### config.mk
export PLATFORM = sky130hd
export DESIGN_NAME = tpc_port_ctrl
export DESIGN_NICKNAME = d
export VERILOG_FILES = /design/src/tpc_pkg.sv /design/src/tpc_port_ctrl.sv
export SDC_FILE = /design/constraint.sdc
export NUM_CORES = 1
export LEC_CHECK = 0
export BUFFER_PORTS_ARGS = -buffer_cell sky130_fd_sc_hd__buf_2
export CELL_PAD_IN_SITES_DETAIL_PLACEMENT = 0
export CELL_PAD_IN_SITES_GLOBAL_PLACEMENT = 1
export CORE_UTILIZATION = 45
export DETAILED_ROUTE_END_ITERATION = 10
export PLACE_DENSITY = 0.78
export SETUP_SLACK_MARGIN = 0.3
export SLEW_MARGIN = 10
export SYNTH_ARGS = -nofsm -noshare
export SYNTH_HDL_FRONTEND = slang
export SYNTH_SLANG_ARGS = --single-unit
### constraint.sdc
create_clock -name clk_sys -period 3.34 [get_ports clk_sys]
set_clock_uncertainty 0.1 [all_clocks]
set_input_delay 0.501 -clock clk_sys [delete_from_list [all_inputs] [get_ports clk_sys]]
set_output_delay 0.501 -clock clk_sys [all_outputs]
set_load 0.005 [all_outputs]
### src/tpc_pkg.sv
// Purpose: shared constants and types of the type-c port control block
// Assumes: 8-bit register port, 10 MHz core clock
// Notes: cc line classes come from the analog front end comparators
package tpc_pkg;
    localparam int CLK_HZ = 10_000_000;
    localparam int ATTACH_DB_MS = 100;
    localparam int DETACH_DB_MS = 10;
    localparam int ATTACH_DB_CYC = ATTACH_DB_MS * (CLK_HZ / 1000);
    localparam int DETACH_DB_CYC = DETACH_DB_MS * (CLK_HZ / 1000);
    localparam int CNT_W = 20;

    localparam logic [7:0] ADDR_CONFIG = 8'h00;
    localparam logic [7:0] ADDR_MANUAL = 8'h01;
    localparam logic [7:0] ADDR_EVENT = 8'h02;
    localparam logic [7:0] ADDR_MASK = 8'h03;
    localparam logic [7:0] ADDR_STATUS = 8'h04;
    localparam logic [7:0] ADDR_VCONN = 8'h05;
    localparam logic [7:0] ADDR_PATH = 8'h06;
    localparam logic [7:0] ADDR_PATH_STAT = 8'h07;

    // config fields
    localparam int CFG_ROLE = 0;
    localparam int CFG_RP_LSB = 1;
    localparam int CFG_MANUAL = 3;
    localparam int CFG_INIT = 4;
    // manual fields
    localparam int MAN_ATTACH = 0;
    localparam int MAN_FLIP = 1;
    localparam int MAN_DEBUG = 2;
    // event fields
    localparam int EVT_ATTACH = 0;
    localparam int EVT_DETACH = 1;
    localparam int EVT_FWD = 2;
    localparam int EVT_REV = 3;
    // vconn fields
    localparam int VC_EN = 0;
    localparam int VC_LIM_LSB = 1;
    // path fields
    localparam int PATH_A_USE = 3;
    localparam int PATH_B_USE = 4;

    localparam logic [7:0] CONFIG_RST = 8'h00;
    localparam logic [7:0] MANUAL_RST = 8'h00;
    localparam logic [7:0] MASK_RST = 8'h0F;
    localparam logic [7:0] VCONN_RST = 8'h00;
    localparam logic [7:0] PATH_RST = 8'h00;

    typedef enum logic [2:0] {
        CC_OPEN = 3'h0,
        CC_RA = 3'h1,
        CC_RD = 3'h2,
        CC_RP_DEF = 3'h3,
        CC_RP_15 = 3'h4,
        CC_RP_30 = 3'h5
    } tpc_cc_e;

    typedef enum logic [3:0] {
        ST_UNATT = 4'h1,
        ST_ATT_WAIT = 4'h2,
        ST_ATT = 4'h4,
        ST_DET_WAIT = 4'h8
    } tpc_conn_e;

    typedef struct packed {
        logic [7:0] addr;
        logic [7:0] wdata;
        logic wr;
        logic rd;
    } tpc_bus_s;
endpackage

### src/tpc_port_ctrl.sv
// Purpose: type-c port control: terminations, attach, orientation, vconn, power paths
// Assumes: cc classes, trips and pin levels arrive asynchronously and are synchronised
// Notes: open-drain pins are driven as output enables, high pulls the pin low
//
// Overview of operation
// Apply Rp or Rd on both CC lines according to the configured role.
// Detect attach and detach on CC and report each as an event.
// Debounce attach and detach so only stable changes make events.
// As source, advertise the configured current level on CC.
// As sink, capture the remote advertised current level into status.
// Orientation comes from which CC line carries the connection.
// Orientation pin low for CC1, high for CC2 after initialisation.
// Orientation pin inverted from reset until firmware sets the init bit.
// Detect a debug accessory and show it on its own pin.
// Debug accessory pin low after reset until one is detected.
// Port events update event and status registers and raise the interrupt.
// Interrupt is active-low open-drain level, held while unmasked events pend.
// VCONN goes to the CC line opposite the communication line.
// VCONN switch on or off by register; off means high impedance.
// Forward trip level of the VCONN switch is register settable.
// Forward overcurrent opens the switch and raises an event.
// Reverse current opens the switch and raises an event.
// After a trip the switch stays open until event read and re-enable; the lock clears on an event register read.
// Current protection acts only while cable power is flagged valid.
// Three open-drain power path enables set and cleared by register.
// Each power path pin level is sampled into a status register.
// Each general path has a selectable source or sink use.
// Attach, termination and orientation run autonomous or under manual command; terminations follow the role bit in both modes.
// After reset all power paths and VCONN stay off until enabled.
`timescale 1ns/1ps
module tpc_port_ctrl #(
    parameter int ATTACH_DB_CYC = tpc_pkg::ATTACH_DB_CYC,
    parameter int DETACH_DB_CYC = tpc_pkg::DETACH_DB_CYC
) (
    input wire logic clk_sys,
    input wire logic sys_rst,
    input wire tpc_pkg::tpc_bus_s bus_in,
    output logic [7:0] bus_rdata,
    input wire logic [2:0] cc1_class_in,
    input wire logic [2:0] cc2_class_in,
    input wire logic cable_power_in,
    input wire logic forward_overcurrent_guard,
    input wire logic reverse_current_guard,
    input wire logic [2:0] path_pin_in,
    output logic [1:0] cc_rp_en,
    output logic [1:0] cc_rd_en,
    output logic [1:0] rp_level_out,
    output logic [1:0] vconn_to_cc,
    output logic [1:0] fwd_limit_out,
    output logic plug_flip_out,
    output logic debug_accessory_out,
    output logic irq_n_oe,
    output logic source_path_enable,
    output logic power_path_a_enable,
    output logic power_path_b_enable
);
    typedef struct packed {
        logic [7:0] cfg;
        logic [7:0] man;
        logic [3:0] evt;
        logic [3:0] mask;
        logic [2:0] vctl;
        logic [4:0] pctl;
        logic [7:0] rdata;
        tpc_pkg::tpc_conn_e conn;
        logic [tpc_pkg::CNT_W-1:0] cnt;
        logic flip;
        logic dbg;
        logic [1:0] remote;
        logic trip_lock;
        logic [12:0] s1;
        logic [12:0] s2;
        logic [1:0] rp_en;
        logic [1:0] rd_en;
        logic [1:0] vc_to;
        logic flip_pin;
        logic dbg_pin;
        logic irq;
        logic [2:0] path;
    } tpc_state_s;

    tpc_state_s st_reg;
    tpc_state_s st_next;

    // true when the class is any Rp advertisement
    function automatic logic is_rp(input logic [2:0] c);
        return c == tpc_pkg::CC_RP_DEF || c == tpc_pkg::CC_RP_15 || c == tpc_pkg::CC_RP_30;
    endfunction

    // maps an Rp class to a two-bit current level
    function automatic logic [1:0] rp_code(input logic [2:0] c);
        case (c)
            tpc_pkg::CC_RP_DEF: return 2'h1;
            tpc_pkg::CC_RP_15: return 2'h2;
            tpc_pkg::CC_RP_30: return 2'h3;
            default: return 2'h0;
        endcase
    endfunction

    logic [2:0] cc1;
    logic [2:0] cc2;
    logic pwr_ok;
    logic fwd;
    logic rev;
    logic [2:0] pins;
    logic role_src;
    logic hit1;
    logic hit2;
    logic seen;
    logic auto_mode;
    logic att_now;
    logic fwd_trip;
    logic rev_trip;
    logic [3:0] ev_set;
    logic [3:0] ev_clr;
    logic wr_hit;
    logic rd_hit;

    assign cc1 = st_reg.s2[2:0];
    assign cc2 = st_reg.s2[5:3];
    assign pwr_ok = st_reg.s2[6];
    assign fwd = st_reg.s2[7];
    assign rev = st_reg.s2[8];
    assign pins = st_reg.s2[11:9];
    assign role_src = st_reg.cfg[tpc_pkg::CFG_ROLE];
    assign auto_mode = !st_reg.cfg[tpc_pkg::CFG_MANUAL];
    assign wr_hit = bus_in.wr;
    assign rd_hit = bus_in.rd;

    always_comb begin
        st_next = st_reg;
        // second stage of every synchroniser is read, the first stage only feeds it
        st_next.s1 = {1'b0, path_pin_in, reverse_current_guard, forward_overcurrent_guard,
                      cable_power_in, cc2_class_in, cc1_class_in};
        st_next.s2 = st_reg.s1;

        // a partner on a line: Rd seen as source, Rp seen as sink
        hit1 = role_src ? (cc1 == tpc_pkg::CC_RD) : is_rp(cc1);
        hit2 = role_src ? (cc2 == tpc_pkg::CC_RD) : is_rp(cc2);
        seen = hit1 || hit2;
        att_now = st_reg.conn == tpc_pkg::ST_ATT || st_reg.conn == tpc_pkg::ST_DET_WAIT;
        ev_set = 4'h0;

        // connection tracking with debounce
        if (auto_mode) begin
            case (st_reg.conn)
                tpc_pkg::ST_UNATT: begin
                    st_next.cnt = '0;
                    if (seen) begin
                        st_next.conn = tpc_pkg::ST_ATT_WAIT;
                    end
                end
                tpc_pkg::ST_ATT_WAIT: begin
                    if (!seen) begin
                        st_next.conn = tpc_pkg::ST_UNATT;
                    end else if (st_reg.cnt == tpc_pkg::CNT_W'(ATTACH_DB_CYC - 1)) begin
                        st_next.conn = tpc_pkg::ST_ATT;
                        st_next.cnt = '0;
                        st_next.flip = !hit1 && hit2;
                        st_next.dbg = hit1 && hit2;
                        ev_set[tpc_pkg::EVT_ATTACH] = 1'b1;
                    end else begin
                        st_next.cnt = st_reg.cnt + 1'b1;
                    end
                end
                tpc_pkg::ST_ATT: begin
                    st_next.cnt = '0;
                    if (!seen) begin
                        st_next.conn = tpc_pkg::ST_DET_WAIT;
                    end
                end
                tpc_pkg::ST_DET_WAIT: begin
                    if (seen) begin
                        st_next.conn = tpc_pkg::ST_ATT;
                    end else if (st_reg.cnt == tpc_pkg::CNT_W'(DETACH_DB_CYC - 1)) begin
                        st_next.conn = tpc_pkg::ST_UNATT;
                        st_next.cnt = '0;
                        st_next.flip = 1'b0;
                        st_next.dbg = 1'b0;
                        ev_set[tpc_pkg::EVT_DETACH] = 1'b1;
                    end else begin
                        st_next.cnt = st_reg.cnt + 1'b1;
                    end
                end
                default: begin
                    st_next.conn = tpc_pkg::ST_UNATT;
                    st_next.cnt = '0;
                end
            endcase
        end else begin
            // firmware drives the connection directly
            st_next.cnt = '0;
            st_next.flip = st_reg.man[tpc_pkg::MAN_FLIP];
            st_next.dbg = st_reg.man[tpc_pkg::MAN_DEBUG] && st_reg.man[tpc_pkg::MAN_ATTACH];
            if (st_reg.man[tpc_pkg::MAN_ATTACH] && !att_now) begin
                st_next.conn = tpc_pkg::ST_ATT;
                ev_set[tpc_pkg::EVT_ATTACH] = 1'b1;
            end else if (!st_reg.man[tpc_pkg::MAN_ATTACH] && att_now) begin
                st_next.conn = tpc_pkg::ST_UNATT;
                ev_set[tpc_pkg::EVT_DETACH] = 1'b1;
            end else if (!att_now) begin
                st_next.conn = tpc_pkg::ST_UNATT;
            end
        end

        // remote advertisement on the active line while sinking
        if (!role_src && att_now) begin
            st_next.remote = st_reg.flip ? rp_code(cc2) : rp_code(cc1);
        end else begin
            st_next.remote = 2'h0;
        end

        // vconn current protection, armed only with valid cable power
        fwd_trip = st_reg.vctl[tpc_pkg::VC_EN] && pwr_ok && fwd;
        rev_trip = st_reg.vctl[tpc_pkg::VC_EN] && pwr_ok && rev;
        if (fwd_trip || rev_trip) begin
            st_next.vctl[tpc_pkg::VC_EN] = 1'b0;
            st_next.trip_lock = 1'b1;
        end
        ev_set[tpc_pkg::EVT_FWD] = fwd_trip;
        ev_set[tpc_pkg::EVT_REV] = rev_trip;

        // register writes
        ev_clr = 4'h0;
        if (wr_hit) begin
            case (bus_in.addr)
                tpc_pkg::ADDR_CONFIG: st_next.cfg = {3'h0, bus_in.wdata[4:0]};
                tpc_pkg::ADDR_MANUAL: st_next.man = {5'h0, bus_in.wdata[2:0]};
                tpc_pkg::ADDR_EVENT: ev_clr = bus_in.wdata[3:0];
                tpc_pkg::ADDR_MASK: st_next.mask = bus_in.wdata[3:0];
                tpc_pkg::ADDR_VCONN: begin
                    st_next.vctl[2:1] = bus_in.wdata[2:1];
                    // enable refused while a trip is unread or a trip is happening
                    if (!st_reg.trip_lock && !fwd_trip && !rev_trip) begin
                        st_next.vctl[tpc_pkg::VC_EN] = bus_in.wdata[0];
                    end
                end
                tpc_pkg::ADDR_PATH: st_next.pctl = bus_in.wdata[4:0];
                default: begin
                end
            endcase
        end
        // set wins over clear
        st_next.evt = (st_reg.evt & ~ev_clr) | ev_set;

        // register reads, data in the next cycle only
        st_next.rdata = 8'h00;
        if (rd_hit) begin
            case (bus_in.addr)
                tpc_pkg::ADDR_CONFIG: st_next.rdata = st_reg.cfg;
                tpc_pkg::ADDR_MANUAL: st_next.rdata = st_reg.man;
                tpc_pkg::ADDR_EVENT: begin
                    st_next.rdata = {4'h0, st_reg.evt};
                    if (!fwd_trip && !rev_trip) begin
                        st_next.trip_lock = 1'b0;
                    end
                end
                tpc_pkg::ADDR_MASK: st_next.rdata = {4'h0, st_reg.mask};
                tpc_pkg::ADDR_STATUS: st_next.rdata = {pwr_ok, st_reg.trip_lock,
                    st_reg.remote, st_reg.dbg, st_reg.flip, att_now, st_reg.vctl[0]};
                tpc_pkg::ADDR_VCONN: st_next.rdata = {5'h0, st_reg.vctl};
                tpc_pkg::ADDR_PATH: st_next.rdata = {3'h0, st_reg.pctl};
                tpc_pkg::ADDR_PATH_STAT: st_next.rdata = {5'h0, pins};
                default: st_next.rdata = 8'h00;
            endcase
        end

        // terminations
        st_next.rp_en = role_src ? 2'b11 : 2'b00;
        st_next.rd_en = role_src ? 2'b00 : 2'b11;

        // vconn to the line opposite the communication line
        if (st_reg.vctl[tpc_pkg::VC_EN] && att_now && !st_reg.dbg) begin
            st_next.vc_to = st_reg.flip ? 2'b01 : 2'b10;
        end else begin
            st_next.vc_to = 2'b00;
        end

        st_next.flip_pin = st_reg.flip ^ !st_reg.cfg[tpc_pkg::CFG_INIT];
        st_next.dbg_pin = st_reg.dbg;
        st_next.irq = |(st_reg.evt & st_reg.mask);
        st_next.path = st_reg.pctl[2:0];
    end

    always_ff @(posedge clk_sys) begin
        if (sys_rst) begin
            st_reg <= '0;
            st_reg.cfg <= tpc_pkg::CONFIG_RST;
            st_reg.man <= tpc_pkg::MANUAL_RST;
            st_reg.mask <= tpc_pkg::MASK_RST[3:0];
            st_reg.vctl <= tpc_pkg::VCONN_RST[2:0];
            st_reg.pctl <= tpc_pkg::PATH_RST[4:0];
            st_reg.conn <= tpc_pkg::ST_UNATT;
            st_reg.rd_en <= 2'b11;
            st_reg.flip_pin <= 1'b1;
        end else begin
            st_reg <= st_next;
        end
    end

    assign bus_rdata = st_reg.rdata;
    assign cc_rp_en = st_reg.rp_en;
    assign cc_rd_en = st_reg.rd_en;
    assign rp_level_out = st_reg.cfg[2:1];
    assign vconn_to_cc = st_reg.vc_to;
    assign fwd_limit_out = st_reg.vctl[2:1];
    assign plug_flip_out = st_reg.flip_pin;
    assign debug_accessory_out = st_reg.dbg_pin;
    assign irq_n_oe = st_reg.irq;
    assign source_path_enable = st_reg.path[0];
    assign power_path_a_enable = st_reg.path[1];
    assign power_path_b_enable = st_reg.path[2];
endmodule

Yosys cells after proc, flatten, opt, wreduce, memory -nomap -nowiden
Cells that the tools add are included.
- flip-flop bits (word level): 97
- memory bits (writable): 0
- bits in read-only memories: 0
- output and inout bits: 24
- bits in latches: 0
- memories: 0
- $lt $le $gt $ge: 0
- equal/unequal tests: 32
- reductions and logical operators: 45
- shifts and indexed selects: 0
- bitwise gates (word level): 8
- div/mod/pow operators: 0
- muxes and demuxes: 48
- multipliers: 0
- $add $sub $neg: 1
- operator list (cell ; number):
    24-bit one-hot mux with 4 select lines ; 1
    8-bit one-hot mux with 8 select lines ; 1
    22-bit 2-to-1 mux ; 2
    4-bit 2-to-1 mux ; 11
    20-bit 2-to-1 mux ; 2
    8-bit by 3-bit equality test with 1-bit output, second input constant ; 4
    26-bit 2-to-1 mux ; 1
    20-bit by 1-bit adder with 20-bit output, second input constant ; 1
    20-bit by 17-bit equality test with 1-bit output, second input constant ; 1
    20-bit equality test, second input constant ; 1
    1-bit 2-to-1 mux ; 18
    8-bit by 2-bit equality test with 1-bit output, second input constant ; 2
    3-bit != test, second input constant ; 5
    1-bit logical AND ; 14
    2-bit 2-to-1 mux ; 7
    3-bit by 2-bit equality test with 1-bit output, second input constant ; 4
    3-bit equality test, second input constant ; 4
    2-bit one-hot mux with 3 select lines ; 2
    2-bit AND reduction ; 6
    5-bit AND reduction ; 2
    1-bit zero test ; 9
    4-bit bitwise AND ; 2
    8-bit by 1-bit equality test with 1-bit output, second input constant ; 1
    8-bit zero test ; 1
    20 further kinds ; 32

Longest topological paths before layout
- depth after elaboration: 10
- mapped depth: 10
- gate-level depth less buffers: 8

Worst setup path before layout
No wires, ideal clock.
- kind: register to register
- start point: register st_reg[65] (netlist name)
- end point: register st_reg[64] (netlist name)
- arrival: 2.014 ns
- stages on the path, launching flop included: 11
- required time: 3.117 ns
- buffers on the path: 2
- path slack: 1.103 ns
- cells stage by stage: dfxtp_1 -> clkbuf_1 -> xnor2_1 -> or3_1 -> clkbuf_1 -> inv_1 -> ha_1 -> nand2_1 -> o32ai_2 -> nor2_1 -> mux2_1
- longest elaborated chain between the ends: 6
- elaborated cells between the ends (all ways): 18
- RTL lines (item ; RTL line ; text):
    start: declaration ; tpc_port_ctrl.sv:82 ; tpc_state_s st_reg;
    start signal: assignment ; tpc_port_ctrl.sv:297 ; st_reg <= st_next;
    4-bit by 3-bit equality test with 1-bit output / 4-bit equality test (equally long branches) ; tpc_port_ctrl.sv:141, tpc_port_ctrl.sv:146 ;
    1-bit logical OR ; tpc_port_ctrl.sv:141 ; att_now = st_reg.conn == tpc_pkg::ST_ATT || st_reg.conn == tpc_pkg::ST_DET_WAIT;
    1-bit zero test / 1-bit logical AND (equally long branches) ; - ;
    1-bit logical AND / 4-bit 2-to-1 mux (equally long branches) ; tpc_port_ctrl.sv:195, tpc_port_ctrl.sv:198 ;
    4-bit by 2-bit != test with 1-bit output (no source line) / 4-bit 2-to-1 mux (equally long branches) ; - ;
    5-bit AND reduction (no source line) / 26-bit 2-to-1 mux (equally long branches) ; - ;
Parallel ways exist; a longest one is shown, timed or not.
A chain may end at the register's enable or synchronous reset.

Worst setup path after layout
- start point: register st_reg[43] (netlist name)
- end point: register st_reg[64] (netlist name)
- longest elaborated chain between the ends: 3
- elaborated cells between the ends (all ways): 5
- RTL lines (item ; RTL line):
    20-bit equality test / 20-bit by 17-bit equality test with 1-bit output (equally long branches) ; tpc_port_ctrl.sv:156, tpc_port_ctrl.sv:175
    4-bit != test (no source line) / 4-bit by 3-bit != test with 1-bit output (equally long branches) ; -
    5-bit AND reduction (no source line) (*) ; -
Mark *: on every way between the ends. The rest lies on a longest branch, timed or not.

==> impl_results.md <==
* Outcome: complete, no violations
* Highest ir drop seen on vdd at 194 uV
* Post_cts resized at 0
* Leak at 1.83 nW
* Critical path required time at 3.50 ns
* Kind of capture point of the worst setup path: flop
* Number of standard cells after synthesis at ~490
* CTS tree: yes
* Crit share post-route at 77.3%
* MaxCap Viol Count at 0
* Post-synth top cells: dfxtp_1, nor2_1, nor2b_1
* Proportion of netlist area held by the largest area contributor at between 40% and 50%
* Placed insts at 629
* Sw Pwr at 0.604 mW
* Buffer count from post-CTS setup fixing at 0
* Path type of the worst min-delay path: input pin to flop
* CTS Root Cell: clkbuf_8
* Slew of the pin with the lowest slew margin at 0.714 ns
* Starting Density at between 40% and 50%
* Height of the die at 100 um
* Fraction of the yosys area taken by sequential cells at 43.7%
* Fraction of synthesis flops using an asynchronous set or reset pin at 0%
* Clock Path Buffers at 2
* Synth Warn # at 0
* Synth-to-Final Area Change at 9.61%
* Combinational cell fraction of total power at 9.4%
* Hold path startpoint: path_pin_in[0]
* Share of total power in sequential cells at 55.6%
* Worst setup path class: flop to flop
* Setup slack on the worst flop-to-flop path at about 0.76 ns
* Layout Cells excl Fill at between 600 and 700
* Number of synthesized flops with an enable pin at 0
* R2r endpoint: st_reg[64]
* Number of storage elements in the synthesis netlist at 95
* Total detailed-routing wirelength at 9440 um
* Max Transition Viols Final at 0
* Endpoints failing hold at 0
* Number of fill cells in the layout at 917
* Final-report setup violation count at 0
* Io pins at 56
* Sum Neg Setup Slack at 0 ns
* Via count of the first global-routing pass at 3,195
* Overall Global Routing Usage at approximately 20%
* Netlist Area Pre-Place at between 4000 and 5000 um2
* Nature of the critical path startpoint: flop
* H-tree level count at 3
* Worst reg2reg path depth at 7
* Minimum setup slack in the final design at ~0.76 ns
* Largest area contributor in the netlist: dfxtp_1
* Count of unique library cells instantiated by Yosys at 57
* Switching share of power at 28.2%
* Worst slew margin at between 50% and 60%
* Total area of multi-input combinational cells at ~2200 um2
* Routed via count at 3,441
* Ratio of cells with drive above 1 in the final layout at 15.9%
* Die Area at 10,100 um2
* Power density normalized to cell area at 449 nW/um2
* Detailed placer's ending HPWL at 6750 um
* CP Data Arrival Time at ~2.7 ns
* Port Buffer Count at 52
* Sinks on Clock Net at 95
* Mean instance size in the synthesized netlist at just under 9 um2
* Aggregate global routing overflow at 0
* Unrepaired setup endpoints after global routing: false
* Drt initial violations at 199
* Worst-case hold slack at 0.238 ns
* Number of antenna violations at the first check in global routing at 0
* Number of nets with antenna violations after detailed routing at 0
* Maximum number of pins on one net before global-route repair at 38
* Number of nets in the synthesized netlist at 522
* Power Internal at 1.54 mW
* Count of hold-fix buffers inserted at cts at 0
* Dominant cells by area after synthesis: dfxtp_1, nor2_1, nor2b_1
* # DRC at 0
* Largest driver fanout on the critical path at 9
* Max FFs per register at 44
* TritonCTS Buffers at 9
* Placeable core region at 9280 um2
* Global placement routability congestion at 0.838
* Sequential cell area at ~1900 um2
* Clk pwr share at a little over a third
* Top flip-flop cell by instance count after synthesis: dfxtp_1
* Diode count at 0
* Row count at 35
* Power Total at approximately 2.1 mW
* Vias per cell at 5.33
* Detailed Routing Iterations Pass 1 at 5
* Clock Latency Late Sink at around 0.36 ns
* Chip width at roughly 100 um
* Leading cell type by number of instances after synthesis: dfxtp_1
* Capturing instance or port of the critical path: st_reg[64]
* Critical path startpoint: st_reg[43]
* Worst slack at placement at roughly 0.8 ns
* Detailed-route wire length per cell at 14.6 um
* Maximum operating frequency at 0.387 GHz
* Launch instance of the worst register-to-register path: st_reg[43]
* Final Net Count at 546
* Clock transition at path regs at 0.10 ns
* Min Tclk post-route at 2.58 ns
* First-pass GRT wire length at 15,800 um
[routing by layer]
metal  vias up  track usage (%)  wire [um]
li1       1734                -          -
met4         0             6.35        112
met3         9             2.99        491
met1      1610             28.8       4590
met2        88             30.8       4250
met5         -                0          0
[critical path: stages, from the launching register on]
cell and delay, ns:
dfxtp_1 0.38, ha_1 0.34, nor4bb_1 0.43, nand4_1 0.18, o21ai_0 0.29, a31oi_1 0.19
nor2_1 0.23, mux2_1 0.35
[area by class of cell]
| type | count | share of cell area, % |
|---|---|---|
| multi-input cells | 335 | 45.2 |
| well taps | 129 | 3.39 |
| clock buffers | 9 | 2.60 |
| clock inverters | 7 | 1.52 |
| repair buffers | 58 | 6.40 |
| inverters | 12 | 0.945 |
| flip-flops and latches | 95 | 39.9 |
[cells by family (layout without fill, tap and decap cells)]
family	Yosys count	count (layout)	share of synthesized area, %
AND/OR/NAND/NOR	217	217	28.1
flip-flops	95	95	43.7
AO/OA/AOI/OAI	69	69	10.6
buffers and inverters	57	86	6.67
multiplexers	25	25	5.84
XOR/XNOR	21	21	4.23
adder cells (fa/ha/maj)	3	3	0.863
[power groups by stage]
stage	sequential (mW)	combinational, mW	clock (mW)
final	1.19	0.202	0.749
after detailed placement	1.21	0.202	0
after floorplan	1.20	0.162	0
after global routing	1.19	0.232	0.811
after CTS	1.19	0.203	0.771
after global placement	1.21	0.198	0
[per-stage QoR]
stage	cell area (um2)	utilization [%]
2_1_floorplan	4350	-
3_3_place_gp	4570	49.2
3_5_place_dp	4570	49.2
4_1_cts	4770	51.3
5_1_grt	4770	51.3
6_report	4770	51.3
[how the worst min path moves through the flow]
| stage | end | slack, ns | cells past startpoint |
|---|---|---|---|
| 2_1_floorplan | bus_rdata[5] | 0.29 | 2 |
| 3_3_place_gp | pwr_ok | 0.32 | 1 |
| 3_5_place_dp | pins[1] | 0.32 | 1 |
| 4_1_cts | st_next[21] | 0.22 | 2 |
| 5_1_grt | st_next[18] | 0.24 | 2 |
| 6_report | st_next[21] | 0.24 | 2 |
[layout by cell type, fill, tap and decap left out, types with 6 or more instances in the layout]
| master | count |
|---|---|
| dfxtp_1 | 95 |
| nor2_1 | 66 |
| buf_2 | 52 |
| nor2b_1 | 38 |
| mux2i_1 | 22 |
| nand2_1 | 20 |
| xor2_1 | 19 |
| nand3_1 | 16 |
| a21oi_1 | 15 |
| o21ai_0 | 15 |
| inv_1 | 12 |
| and3_1 | 10 |
| nor3_1 | 9 |
| nand4_1 | 9 |
| clkbuf_8 | 9 |
| a31oi_1 | 8 |
| buf_4 | 6 |
Note: power is estimated with default switching activity, not from simulation.
